<file path="src/hdl/clk_ctrl_pkg.sv">
// Purpose: constants and types for the CPU clock generator control
// Assumes: one reference clock; CPU clock edges come out as enable pulses
// Notes: register sits at its printed address on the CPU data port
package clk_ctrl_pkg;
    localparam logic [15:0] CTRL_ADDR = 16'hFFFB;
    localparam logic [7:0] CTRL_RESET = 8'h04;
    localparam int BIT_OSC_STOP = 7;
    localparam int BIT_FB_OFF = 6;
    localparam int BIT_ON_SUB = 5;
    localparam int BIT_SRC_SEL = 4;
    localparam int BIT_ZERO = 3;
    localparam int STAB_CYCLES = 131072;
    localparam int SWITCH_WAIT_INSTR = 16;
    localparam int INSTR_CPU_CLOCKS = 2;
    localparam int SYNC_STAGES = 2;
    localparam logic [2:0] DIV_MAX = 3'h4;

    typedef struct packed {
        logic main_osc_stop;
        logic sub_feedback_off;
        logic cpu_on_sub_status;
        logic src_sel;
        logic zero_bit;
        logic [2:0] divide_sel;
    } ctrl_reg_t;

    typedef struct packed {
        logic wr_en;
        logic bit_op;
        logic [2:0] bit_idx;
        logic [15:0] addr;
        logic [7:0] wdata;
    } cpu_wr_t;

    typedef struct packed {
        logic main_osc_run;
        logic sub_fb_enable;
        logic cpu_clk_en;
        logic periph_clk_en;
        logic cpu_start;
    } clk_out_t;
endpackage

</file>
<file path="src/hdl/cpu_clock_generator_control.sv">
// Purpose: CPU clock selection, divider and oscillator control
// Assumes: ref_clk is the main oscillator clock; sub clock is a pin
// Notes: CPU clock is a one-cycle enable on ref_clk; peripheral enable stays high while the main clock runs once the stabilisation count is done
`timescale 1ns/10ps
module cpu_clock_generator_control #(
    parameter int STAB_WAIT = clk_ctrl_pkg::STAB_CYCLES
) (
    input wire logic ref_clk,
    input wire logic rst_n,
    input wire clk_ctrl_pkg::cpu_wr_t cpu_wr,
    input wire logic stop_instr,
    input wire logic stop_release,
    input wire logic sub_clk_in,
    output logic [7:0] rdata_q,
    output clk_ctrl_pkg::clk_out_t clk_out_q,
    output logic [3:0] prescale_q,
    output logic watch_clk_q
);
    import clk_ctrl_pkg::*;

    ctrl_reg_t ctrl_q;
    ctrl_reg_t ctrl_d;
    logic [3:0] div_cnt_q;
    logic [17:0] stab_q;
    logic stop_mode_q;
    logic sub_level;
    logic sub_rise;
    logic sub_half_q;
    logic src_active_q;
    logic [2:0] div_active_q;
    logic [5:0] switch_cnt_q;
    logic sel_hit;
    logic [7:0] merged;
    logic main_tick;
    logic sub_tick;
    logic cpu_tick;
    logic cpu_period_end;
    logic switch_pending;
    logic osc_allowed;
    logic stab_done;
    logic switch_due;
    logic div_load;
    logic [5:0] switch_cnt_d;
    logic fb_enable_d;
    logic watch_d;
    logic periph_d;

    // Subsystem clock crosses in through two flops
    // Its edges reach the CPU three to four ref cycles late
    edge_sync u_sub_sync (
        .ref_clk(ref_clk),
        .rst_n(rst_n),
        .async_in(sub_clk_in),
        .level_q(sub_level),
        .rise_q(sub_rise)
    );

    // Bit or byte write merge
    // Only the one exact address decodes; nothing is mirrored
    assign sel_hit = cpu_wr.wr_en && (cpu_wr.addr == CTRL_ADDR);
    always_comb begin
        merged = ctrl_q;
        if (cpu_wr.bit_op) begin
            merged[cpu_wr.bit_idx] = cpu_wr.wdata[cpu_wr.bit_idx];
        end else begin
            merged = cpu_wr.wdata;
        end
    end

    // Status bit kept from hardware, bit 3 held zero
    always_comb begin
        ctrl_d = ctrl_q;
        if (sel_hit) begin
            ctrl_d = ctrl_reg_t'(merged);
            ctrl_d.zero_bit = 1'b0;
        end
        ctrl_d.cpu_on_sub_status = src_active_q;
    end

    always_ff @(posedge ref_clk or negedge rst_n) begin
        if (!rst_n) begin
            ctrl_q <= ctrl_reg_t'(CTRL_RESET);
        end else begin
            ctrl_q <= ctrl_d;
        end
    end

    // Free-running prescaler on the main clock
    always_ff @(posedge ref_clk or negedge rst_n) begin
        if (!rst_n) begin
            div_cnt_q <= 4'h0;
        end else if (osc_allowed) begin
            div_cnt_q <= div_cnt_q + 4'h1;
        end
    end

    // One tick per divided main period
    // At ratio 16 the shifted one falls off, so the mask is all ones
    assign main_tick = osc_allowed && stab_done &&
                       ((div_cnt_q & ((4'h1 << div_active_q) - 4'h1)) == 4'h0);

    always_ff @(posedge ref_clk or negedge rst_n) begin
        if (!rst_n) begin
            sub_half_q <= 1'b0;
        end else if (sub_rise) begin
            sub_half_q <= ~sub_half_q;
        end
    end
    assign sub_tick = sub_rise && sub_half_q;

    // CPU edge from whichever source is active
    assign cpu_tick = src_active_q ? sub_tick : main_tick;

    // Instruction boundary every two CPU clocks
    logic instr_phase_q;
    always_ff @(posedge ref_clk or negedge rst_n) begin
        if (!rst_n) begin
            instr_phase_q <= 1'b0;
        end else if (cpu_tick) begin
            instr_phase_q <= ~instr_phase_q;
        end
    end
    assign cpu_period_end = cpu_tick && instr_phase_q;

    // Hold old selection for some instructions
    assign switch_pending = (ctrl_q.src_sel != src_active_q) ||
                            (!ctrl_q.src_sel && ctrl_q.divide_sel <= DIV_MAX &&
                             ctrl_q.divide_sel != div_active_q);
    // Change lands on the last boundary of the wait
    assign switch_due = switch_pending && cpu_period_end &&
                        (switch_cnt_q >= 6'(SWITCH_WAIT_INSTR - 1));
    // Prohibited codes never reach the active ratio
    assign div_load = switch_due && !ctrl_q.src_sel && (ctrl_q.divide_sel <= DIV_MAX);
    // Counter clears whenever nothing waits; a rewrite to another new value keeps the count
    assign switch_cnt_d = (!switch_pending || switch_due) ? 6'h0 :
                          (cpu_period_end ? switch_cnt_q + 6'h1 : switch_cnt_q);

    // Instruction boundaries counted while a change waits
    always_ff @(posedge ref_clk or negedge rst_n) begin
        if (!rst_n) begin
            switch_cnt_q <= 6'h0;
        end else begin
            switch_cnt_q <= switch_cnt_d;
        end
    end

    // Source flips only at an instruction boundary, so no runt edge
    always_ff @(posedge ref_clk or negedge rst_n) begin
        if (!rst_n) begin
            src_active_q <= 1'b0;
        end else if (switch_due) begin
            src_active_q <= ctrl_q.src_sel;
        end
    end

    // Active divide ratio, loaded with the switch
    always_ff @(posedge ref_clk or negedge rst_n) begin
        if (!rst_n) begin
            div_active_q <= DIV_MAX;
        end else if (div_load) begin
            div_active_q <= ctrl_q.divide_sel;
        end
    end

    // Stop instruction parks the main oscillator until release
    // Stop is ignored while the sub clock drives the CPU
    // Request beats a release in the same cycle
    always_ff @(posedge ref_clk or negedge rst_n) begin
        if (!rst_n) begin
            stop_mode_q <= 1'b0;
        end else if (stop_instr && !src_active_q) begin
            stop_mode_q <= 1'b1;
        end else if (stop_release) begin
            stop_mode_q <= 1'b0;
        end
    end

    // Stop bit honoured only on subsystem operation
    // Keeps the CPU from losing its only clock mid-instruction
    assign osc_allowed = !stop_mode_q && !(ctrl_q.main_osc_stop && src_active_q);

    // Stabilisation count after reset release
    // Not re-armed after a stop; software waits before switching back
    assign stab_done = (stab_q >= 18'(STAB_WAIT));
    always_ff @(posedge ref_clk or negedge rst_n) begin
        if (!rst_n) begin
            stab_q <= 18'h0;
        end else if (!stab_done) begin
            stab_q <= stab_q + 18'h1;
        end
    end

    // Resistor follows the value being written, not last cycle's
    assign fb_enable_d = !ctrl_d.sub_feedback_off;
    // Peripherals tick only once the main clock is up and steady
    assign periph_d = osc_allowed && stab_done;
    // Watch clock gated off once the resistor is out
    assign watch_d = sub_level && !ctrl_q.sub_feedback_off;

    // Outputs low under reset; sub feedback only via bit 6
    // Peripheral tick from main only, watch clock from sub
    always_ff @(posedge ref_clk or negedge rst_n) begin
        if (!rst_n) begin
            clk_out_q <= '0;
            rdata_q <= 8'h00;
            prescale_q <= 4'h0;
            watch_clk_q <= 1'b0;
        end else begin
            clk_out_q.main_osc_run <= osc_allowed;
            clk_out_q.sub_fb_enable <= fb_enable_d;
            clk_out_q.cpu_clk_en <= cpu_tick;
            clk_out_q.periph_clk_en <= periph_d;
            clk_out_q.cpu_start <= stab_done;
            // Bit 7 read back as written
            rdata_q <= ctrl_d;
            prescale_q <= div_cnt_q;
            watch_clk_q <= watch_d;
        end
    end
endmodule

</file>
<file path="src/hdl/edge_sync.sv">
// Purpose: two-stage synchroniser with rising edge pulse
// Assumes: input comes from another clock domain
// Notes: edge detect reads only the second stage
`timescale 1ns/10ps
module edge_sync (
    input wire logic ref_clk,
    input wire logic rst_n,
    input wire logic async_in,
    output logic level_q,
    output logic rise_q
);
    logic meta_q;
    logic last_q;
    // First stage feeds only the second
    always_ff @(posedge ref_clk or negedge rst_n) begin
        if (!rst_n) begin
            meta_q <= 1'b0;
            level_q <= 1'b0;
            last_q <= 1'b0;
            rise_q <= 1'b0;
        end else begin
            meta_q <= async_in;
            level_q <= meta_q;
            last_q <= level_q;
            rise_q <= level_q & ~last_q;
        end
    end
endmodule

</file>
<file path="config.mk">
export PLATFORM = sky130hd
export DESIGN_NAME = cpu_clock_generator_control
export DESIGN_NICKNAME = d
export VERILOG_FILES = /design/src/hdl/clk_ctrl_pkg.sv /design/src/hdl/cpu_clock_generator_control.sv /design/src/hdl/edge_sync.sv
export SDC_FILE = /design/constraint.sdc
export NUM_CORES = 1
export LEC_CHECK = 0
export BUFFER_PORTS_ARGS = -buffer_cell sky130_fd_sc_hd__buf_2
export CAP_MARGIN = 20
export CORE_MARGIN = 8
export CORE_UTILIZATION = 50
export CTS_BUF_LIST = sky130_fd_sc_hd__clkbuf_16
export DETAILED_ROUTE_END_ITERATION = 12
export PLACE_DENSITY = 0.81
export SYNTH_ARGS = -nofsm -noshare
export SYNTH_HDL_FRONTEND = slang
export SYNTH_SLANG_ARGS = --single-unit
</file>
<file path="constraint.sdc">
create_clock -name ref_clk -period 5.86 [get_ports ref_clk]
set_clock_uncertainty 0.05 [all_clocks]
set_input_delay 0 -clock ref_clk [delete_from_list [all_inputs] [get_ports ref_clk]]
set_output_delay 0 -clock ref_clk [all_outputs]
set_load 0.01 [all_outputs]
</file>
==> results.json, run 1 <==
{
  "end_kind": "flop",
  "synthArstFlopShare": 1.00,
  "synth_top_family_by_area": "simple AND/OR/NAND/NOR gates",
  "port_buffers": 50,
  "p_per_area_nw_per_um2": 319,
  "drt_iter0_drc": 84,
  "dp.cells": 366,
  "grt-ovfl-total": 0,
  "drv_slew": 0,
  "synth_compound_area_frac": 0.0867,
  "min_path_type": "in2reg",
  "synth_area_per_cell_sq_um": 10.5,
  "ys_seq_area_frac": 0.527,
  "hp-start": "cpu_wr[24]",
  "cts_htree_levels": 3,
  "route.detailed.wl_per_inst_um": 14.1,
  "maxCapViolations": 0,
  "r2r_cells": 8,
  "wl_um": 5570,
  "numClockSinks": 57,
  "cts_buffers": 9,
  "synth.most_common_cell": "dfrtp_1",
  "drc_errors": 0,
  "viasPerCell": 5.44,
  "r2r_start": "div_active_q[1]",
  "ys_warn_count": 0,
  "ctsHoldBuffers": 12,
  "num_vias": 2142,
  "synthCells": 258,
  "r2r-end": "div_active_q[1]",
  "ys_ff_latch": 57,
  "netlist_top_cells_count": "55 x dfrtp_1, 35 x nand2_1, 16 x nor2_1",
  "start_util": 0.505,
  "fp.dieW_um": 89.7,
  "vdd_drop_max_v": 0.000184,
  "synthMuxAreaShare": 0.0323,
  "grt_setup_unrepaired": "no",
  "boundaryPins": 52,
  "synth_edf_count": 0,
  "crit_path_start_kind": "flop",
  "drt_pass1_iterations": 4,
  "cts_tree": "built",
  "cp.required_ns": 6.01,
  "max_slew_margin": 0.535,
  "insertion_delay_ns": 0.32,
  "fmax_mhz": 376,
  "p_leak_nw": 1.58,
  "post_cts_buffers": 0,
  "grt_max_degree": 58,
  "grt_usage": 0.157,
  "antenna_found_initial": 0,
  "ys_types": 47,
  "final.min_clock_period_ns": 2.66,
  "die_area_sq_um": 8040,
  "drtAntennaViolNets": 0,
  "hpwl_um": 3930,
  "crit_chain": "or3_4, ha_1, nand2b_1, o2111ai_1, o21ai_4, nand2_2, or3_1, mux2_2",
  "drive_gt1_frac": 0.245,
  "cts.clk_slew.worst_paths_ns": 0.05,
  "fillers": 440,
  "syn_nets": 297,
  "crit_path_max_incr_delay_ns": 0.45,
  "synth_xor_area_frac": 0.0710,
  "outcome": "finished clean",
  "cp_data_arrival_time_ns": 2.81,
  "cts_buffer_depth": 2,
  "crit_fanout": 12,
  "syn-cell-area_sq_um": 2710,
  "first_global_vias": 2236,
  "coreArea_sq_um": 5370,
  "r2r_slack_ns": 3.20,
  "num_antenna_cells": 0,
  "die_h_um": 89.7,
  "ys_top_cells_by_area": "dfrtp_1 51%, nand2_1 4.8%, xnor2_1 4.8%",
  "slowest_stage": "dfrtp_1",
  "fin_crit_sh": 0.454,
  "grt_pass1_wl_um": 9700,
  "cts_resized": 0,
  "setup_viol": 0,
  "layout.cells.non_filler": 394,
  "hold_viol": 0,
  "whs_path_depth": 3,
  "ctsRootBufferMaster": "clkbuf_16",
  "synth_simple_gate_area_frac": 0.211,
  "yosysTopAreaCell": "dfrtp_1",
  "globalplace.congestion": 0.820,
  "hold_end": "rdata_q[1]",
  "rows": 27,
  "synth_top_flop_cell": "dfrtp_1",
  "setup_tns_ns": 0,
  "nets": 356,
  "synth_top_area_share": 0.507,
  "path_class": "reg2reg",
  "tightest_slew_ns": 0.693,
  "synth-adder-area-share": 0.0231,
  "syn_to_final_growth_pct": 25.0
}
==> how the worst max path moves through the flow <==
stage                     from              end  slack [ns]  cells after the start
5_1_grt        div_active_q[1]  div_active_q[0]        3.08                      8
3_5_place_dp   div_active_q[1]  div_active_q[0]        3.23                      8
2_1_floorplan  div_active_q[1]  switch_cnt_q[2]        3.39                     10
6_report       div_active_q[1]  div_active_q[1]        3.20                      8
3_3_place_gp   div_active_q[1]  div_active_q[0]        3.29                      8
4_1_cts        div_active_q[1]  div_active_q[0]        3.21                      8
==> flip-flops by register name (all words and copies together) (netlist names) <==
register,count
clk_out_q,5
ctrl_q,2
div_active_q,3
div_cnt_q,4
instr_phase_q,1
prescale_q,4
rdata_q,6
src_active_q,1
stab_q,18
stop_mode_q,1
sub_half_q,1
switch_cnt_q,6
u_sub_sync.last_q,1
u_sub_sync.level_q,1
u_sub_sync.meta_q,1
u_sub_sync.rise_q,1
watch_clk_q,1
==> cells in the final DEF (no fill, tap or decap), types with 3 or more instances in the layout <==
cell type and n:
dfrtp_1 55, buf_2 50, nand2_1 35, nor2_1 16
xnor2_1 15, nand3_1 14, dlygate4sd3_1 12, a21oi_1 9
clkbuf_16 9, inv_1 8, nand4_1 8, or4_1 7
xor2_1 7, nor3_1 6, a22oi_1 6, mux2_2 6
o21ai_0 5, ha_1 5, and2_1 3, nor2b_1 3
nor3b_1 3, nand2b_1 3
==> kinds of logic after synthesis <==
kind of cell    after synthesis
other cells                   1
compound gates               33
mux                           8
buf+inv                      23
simple gates                109
xor+xnor                     22
fa+ha+maj                     5
flops                        57
==> per-stage QoR <==
step                hold WS [ns]   util  area, sq um  total power [W]  worst slack [ns]
finish                    0.0176  0.631         3390          0.00108              3.20
global route              0.0332  0.631         3390          0.00112              3.08
CTS                     0.000325  0.631         3390          0.00109              3.21
detailed placement        0.0595  0.551         2960         0.000549              3.23
global placement          0.0587  0.551         2960         0.000544              3.29
floorplan                 -0.346      -         2710         0.000498              3.39
==> routing by layer <==
metal / track usage / up-vias / wire length, um
met3: 0.0564 / 12 / 359
met5: 0 / - / 0
met4: 0.0725 / 0 / 108
met2: 0.253 / 74 / 2650
met1: 0.184 / 1036 / 2450
li1: - / 1020 / -
==> final cells by class <==
type | count | area, sq um | share of cell area
repair buffers | 63 | 378 | 0.111
clock inverters | 7 | 85.1 | 0.0251
multi-input cells | 178 | 1150 | 0.340
inverters | 8 | 30.0 | 0.00885
flip-flops and latches | 57 | 1430 | 0.421
clock buffers | 9 | 225 | 0.0664
well taps | 72 | 90.1 | 0.0266
==> worst max-delay path: cells and delay by family (launching register included) <==
kind | cells | cell delay (ns)
DFF | 1 | 0.45
and+or+nand+nor | 4 | 1.09
muxes | 1 | 0.29
adders and majority gates | 1 | 0.28
AOI/OAI and AO/OA | 2 | 0.38
==> where the power goes <==
group / total [W] / switching (W) / internal (W)
Clock: 0.000535 / 0.000169 / 0.000366
Combinational: 0.0000884 / 0.0000448 / 0.0000436
Sequential: 0.000458 / 0.0000290 / 0.000429
Note: power is estimated with default switching activity, not from simulation.
==> inputs of run 2 (changes only) <==
--- a/config.mk
+++ b/config.mk
@@ -5,6 +5,7 @@
 export SDC_FILE = /design/constraint.sdc
 export NUM_CORES = 1
 export LEC_CHECK = 0
+export ABC_AREA = 1
 export BUFFER_PORTS_ARGS = -buffer_cell sky130_fd_sc_hd__buf_2
 export CAP_MARGIN = 20
 export CORE_MARGIN = 8
==> constraint.sdc (replaced) <==
create_clock -name ref_clk -period 2.7 [get_ports ref_clk]
set_clock_uncertainty 0.05 [all_clocks]
set_input_delay 0 -clock ref_clk [delete_from_list [all_inputs] [get_ports ref_clk]]
set_output_delay 0 -clock ref_clk [all_outputs]
set_load 0.01 [all_outputs]
==> run 2 against run 1 <==
- hold slack better by 0.0094 ns
- utilization down 0.71 points
- register-to-register slack worse by 2.5 ns
- via count up 8.3%
- largest power group unchanged
- synthesized area up 8.5%
==> results.json, run 2 <==
{
  "slowest_stage": "dfrtp_1",
  "route.detailed.wl_per_inst_um": 11.9,
  "drv_slew": 0,
  "gr-usage-met2": 0.250,
  "cp_common_cell": "nand2_1",
  "drt_iter0_drc": 91,
  "vdd_drop_max_v": 0.000431,
  "num_vias": 2320,
  "cts_resized": 0,
  "dp_worst_setup_slack_ns": 0.693,
  "grt_pass1_wl_um": 10600,
  "reg_top3": "stab_q (18), rdata_q (6), switch_cnt_q (6)",
  "final.min_clock_period_ns": 2.03,
  "insertion_delay_ns": 0.32,
  "p_leak_nw": 1.90,
  "cts_buffers": 9,
  "layout.cells.non_filler": 481,
  "setup_slack_ns": 0.672,
  "ys_seq_area_frac": 0.485,
  "cpLargestDelayFamily": "simple AND/OR/NAND/NOR gates",
  "first_global_vias": 2464,
  "crit_chain": "nor2_2, nand2_1, ha_1, nor2_1, nor2_1, nand2_2, nor2_4, nand2_4, a21oi_4, nand4_2, nand2_1, nand2_1",
  "grt_util_met3": 0.0615,
  "start_util": 0.506,
  "fin_crit_sh": 0.751,
  "dp.cells": 453,
  "synthArstFlopShare": 1.00,
  "max_flop_register": "stab_q",
  "drc_errors": 0,
  "synth_top_area_share": 0.467,
  "syn_to_final_growth_pct": 23.3,
  "port_buffers": 50,
  "maxCapViolations": 0,
  "end_kind": "flop",
  "num_antenna_cells": 0,
  "nets": 440,
  "cts.clk_slew.worst_paths_ns": 0.05,
  "die_h_um": 92.7,
  "wl_um": 5740,
  "path_class": "reg2reg",
  "antenna_found_initial": 0,
  "final_common_cell": "nand2_1",
  "crit_path_start_kind": "flop",
  "boundaryPins": 52,
  "hold_viol": 0,
  "fp.dieW_um": 92.7,
  "busiest_layer": "met2",
  "synth_area_per_cell_sq_um": 8.71,
  "cts_htree_levels": 3,
  "grt_usage": 0.154,
  "ys_top_cells_by_area": "dfrtp_1 47%, nand2_1 11%, inv_1 5.6%",
  "synthCells": 338,
  "die_area_sq_um": 8600,
  "utilization": 0.624,
  "fmax_mhz": 493,
  "ys_warn_count": 0,
  "coreArea_sq_um": 5820,
  "cp_data_arrival_time_ns": 2.19,
  "synth.most_common_cell": "nand2_1",
  "synth_top_flop_cell": "dfrtp_1",
  "crit_fanout": 5,
  "p_per_area_nw_per_um2": 620,
  "largest_reg_flops": 18,
  "drive_gt1_frac": 0.229,
  "crit_path_max_incr_delay_ns": 0.42,
  "grt-ovfl-total": 0,
  "syn_nets": 377,
  "numClockSinks": 57,
  "globalplace.congestion": 0.798,
  "hpwl_um": 4220,
  "cts_tree": "built",
  "setup_tns_ns": 0,
  "ys_types": 37,
  "netlist_top_cells_count": "85 x nand2_1, 55 x dfrtp_1, 44 x inv_1",
  "viasPerCell": 4.82,
  "crit_buf_inv": 0,
  "fillers": 467,
  "syn-cell-area_sq_um": 2940,
  "synth_edf_count": 0,
  "rows": 28,
  "yosysTopAreaCell": "dfrtp_1",
  "ys_ff_latch": 57,
  "post_cts_buffers": 0,
  "grt_setup_unrepaired": "no",
  "ctsRootBufferMaster": "clkbuf_16",
  "cts_buffer_depth": 2,
  "drt_pass1_iterations": 4,
  "layout_common_cells": "85 x nand2_1, 55 x dfrtp_1, 50 x buf_2",
  "outcome": "finished clean",
  "drtAntennaViolNets": 0,
  "cp.required_ns": 2.86,
  "grt_max_degree": 52,
  "min_path_type": "in2reg",
  "setup_viol": 0,
  "met1_usage": 0.173
}
-- run 2: cell count changes in the layout (fill, tap and decap cells not counted), sizes merged, moves of 6 or more --
cell	previous run	this run
a22oi	6	0
inv	8	47
mux2	6	0
nand2	36	93
nand4	8	14
nor2	16	36
o21ai	6	15
or4	7	0
xor2	7	13
-- run 2: logic make-up after synthesis --
logic type,Yosys count,share of synthesized area
AO/OA/AOI/OAI,26,0.0578
XOR/XNOR,23,0.0684
adder cells (fa/ha/maj),5,0.0212
buffers and inverters,58,0.0892
flip-flops,57,0.485
other,1,0.00127
AND/OR/NAND/NOR,168,0.277
-- run 2: final cells by class --
type                            count  area [sq um]  area share
Clock buffer                        9           225      0.0620
Sequential cell                    57          1430       0.394
Timing Repair Buffer               63           388       0.107
Inverter                           47           181      0.0500
Clock inverter                      7          61.3      0.0169
Tap cell                           75          93.8      0.0258
Multi-Input combinational cell    223          1250       0.345
-- run 2: worst min-delay path, stage by stage --
cell,delay (ns)
buf_2,0.10
o21ai_0,0.07
nor2_1,0.10
nand2_1,0.05
nand2_1,0.05
-- run 2: worst paths after layout --
kind                            cells after the start  slack [ns]              start                  to
worst max-delay path                               12        0.67    div_active_q[0]     div_active_q[1]
worst min-delay path                                5        0.03          cpu_wr[4]          rdata_q[4]
worst max register to register                     12        0.67    div_active_q[0]     div_active_q[1]
worst min register to register                      0        0.31  u_sub_sync.meta_q  u_sub_sync.level_q
max in group asynchronous                           4        1.81              rst_n         watch_clk_q
min in group asynchronous                           2        0.11              rst_n           stab_q[8]
-- run 2: per-stage QoR --
| stage | area (sq um) | total power [W] | hold slack [ns] |
|---|---|---|---|
| 5_1_grt | 3630 | 0.00235 | 0.0720 |
| 3_3_place_gp | 3210 | 0.00117 | 0.0602 |
| 6_report | 3630 | 0.00225 | 0.0270 |
| 3_5_place_dp | 3210 | 0.00119 | 0.0635 |
| 2_1_floorplan | 2940 | 0.00108 | -0.346 |
| 4_1_cts | 3610 | 0.00228 | 0.00919 |
-- run 2: routing by layer --
layer / part of all wire / vias up
met5: 0 / -
met4: 0.020 / 0
met3: 0.075 / 10
met2: 0.48 / 72
met1: 0.42 / 1047
li1: - / 1191
-- run 2: power breakdown --
part	switching [W]	internal (W)	total, W
clock network	0.000362	0.000699	0.00106
logic	0.000107	0.0000970	0.000204
registers	0.0000558	0.000929	0.000985
-- run 2: timing repair --
action / in CTS / in global routing
hold buffers: 11 / 0
setup endpoints to repair: 0 / 0
endpoints found under the hold margin: 57 / 0
==> inputs of run 3 (changes only) <==
==> constraint.sdc (replaced) <==
create_clock -name ref_clk -period 2.12 [get_ports ref_clk]
set_clock_uncertainty 0.05 [all_clocks]
set_input_delay 0 -clock ref_clk [delete_from_list [all_inputs] [get_ports ref_clk]]
set_output_delay 0 -clock ref_clk [all_outputs]
set_load 0.01 [all_outputs]
==> run 3 against run 2 <==
- first-iteration DRC count grew 26%
- total power is 19% higher
- global-route usage grew 0.37 points
- hold slack about the same
- clock power is 9% higher
- non-clock buffer count is 3 higher
==> results.json, run 3 (synthesis results as in run 2) <==
{
  "outcome": "finished clean",
  "crit_fanout": 5,
  "cts_buffer_depth": 2,
  "boundaryPins": 52,
  "drc_errors": 0,
  "max_flop_register": "stab_q",
  "min_path_type": "in2async",
  "drive_gt1_frac": 0.231,
  "r2r_slack_ns": 0.11,
  "wl_um": 6180,
  "cp.required_ns": 2.27,
  "syn_to_final_growth_pct": 22.8,
  "die_area_sq_um": 8600,
  "crit_path_start_kind": "flop",
  "largest_reg_flops": 18,
  "final_common_cell": "nand2_1",
  "reg_top3": "stab_q (18), rdata_q (6), switch_cnt_q (6)",
  "layout_common_cells": "85 x nand2_1, 54 x dfrtp_1, 50 x buf_2",
  "rows": 28,
  "cts_htree_levels": 3,
  "drt_iter0_drc": 115,
  "num_vias": 2414,
  "path_class": "reg2reg",
  "grt_usage": 0.157,
  "grt-ovfl-total": 0,
  "drt_pass1_iterations": 4,
  "drtAntennaViolNets": 0,
  "hold_viol": 0,
  "numClockSinks": 57,
  "fp.dieW_um": 92.7,
  "first_global_vias": 2516,
  "cts_tree": "built",
  "coreArea_sq_um": 5820,
  "drv_slew": 0,
  "cts_buffers": 9,
  "final.min_clock_period_ns": 2.01,
  "fmax_mhz": 497,
  "setup_slack_ns": 0.107,
  "route.detailed.wl_per_inst_um": 12.8,
  "cp_data_arrival_time_ns": 2.16,
  "fillers": 496,
  "cts.clk_slew.worst_paths_ns": 0.05,
  "num_antenna_cells": 0,
  "vdd_drop_max_v": 0.000461,
  "insertion_delay_ns": 0.32,
  "start_util": 0.506,
  "ctsRootBufferMaster": "clkbuf_16",
  "hold_slack_ns": 0.0275,
  "setup_viol": 0,
  "p_leak_nw": 1.91,
  "dp_worst_setup_slack_ns": 0.0504,
  "r2r_start": "div_active_q[0]",
  "grt_pass1_wl_um": 10900,
  "port_buffers": 50,
  "globalplace.congestion": 0.858,
  "p_per_area_nw_per_um2": 738,
  "r2r-end": "div_active_q[1]",
  "r2r_cells": 12,
  "hpwl_um": 4580,
  "nets": 443,
  "startpoint": "div_active_q[0]",
  "antenna_found_initial": 0,
  "die_h_um": 92.7,
  "viasPerCell": 5.01,
  "end_kind": "flop",
  "grt_max_degree": 26,
  "maxCapViolations": 0,
  "fin_crit_sh": 0.949
}
[run 3: stage by stage]
step           area [sq um]  cells  power (W)  utilization  TNS, ns
4_1_cts                3580    479    0.00270        0.615        0
2_1_floorplan          2940    338    0.00138            -        0
3_5_place_dp           3220    454    0.00151        0.554        0
6_report               3610    482    0.00267        0.622        0
5_1_grt                3610    482    0.00281        0.622  -0.0149
3_3_place_gp           3220    454    0.00150        0.554        0
[run 3: per-layer routing]
metal	vias up	share of wire	GRT usage
met2	68	0.48	0.251
met3	13	0.057	0.0413
met4	0	0.027	0.0980
met1	1133	0.43	0.185
met5	-	0	0
li1	1200	-	-
[run 3: worst max path at each step]
stage | endpoint | slack [ns] | cells past startpoint
global placement | div_active_q[0] | 0.18 | 12
global route | div_active_q[1] | -0.01 | 12
floorplan | div_active_q[1] | 0.28 | 12
detailed placement | div_active_q[1] | 0.05 | 12
CTS | div_active_q[1] | 0.02 | 12
finish | div_active_q[1] | 0.11 | 12
[run 3: where the power goes]
part | internal [W] | switching, W | total (W)
Sequential | 0.00118 | 0.0000665 | 0.00125
Clock | 0.000750 | 0.000413 | 0.00116
Combinational | 0.000119 | 0.000134 | 0.000253
[run 3: layout make-up]
cell class | count | area (sq um) | area share
sequential | 57 | 1430 | 0.396
multi-input combinational | 223 | 1270 | 0.350
timing repair buffer | 66 | 398 | 0.110
clock buffer | 9 | 225 | 0.0623
inverter | 47 | 181 | 0.0502
tap | 75 | 93.8 | 0.0260
clock inverter | 5 | 20.0 | 0.00554
[run 3: worst max-delay path, stage by stage (launching register included)]
cell and delay (ns):
dfrtp_2 0.43, nor2_4 0.12, nand2_1 0.08, ha_1 0.28, nor2_1 0.05, nor2_1 0.13, nand2_2 0.09, nor2_4 0.10
nand2_4 0.07, a21oi_4 0.25, nand4_4 0.12, nand2_1 0.08, nand2_1 0.05
[run 3: timing repair]
item	4_1_cts	5_1_grt
resized for setup	0	3
hold endpoints to repair	63	0
hold buffers	11	0
setup buffers	0	3
endpoints found under the setup margin	0	8
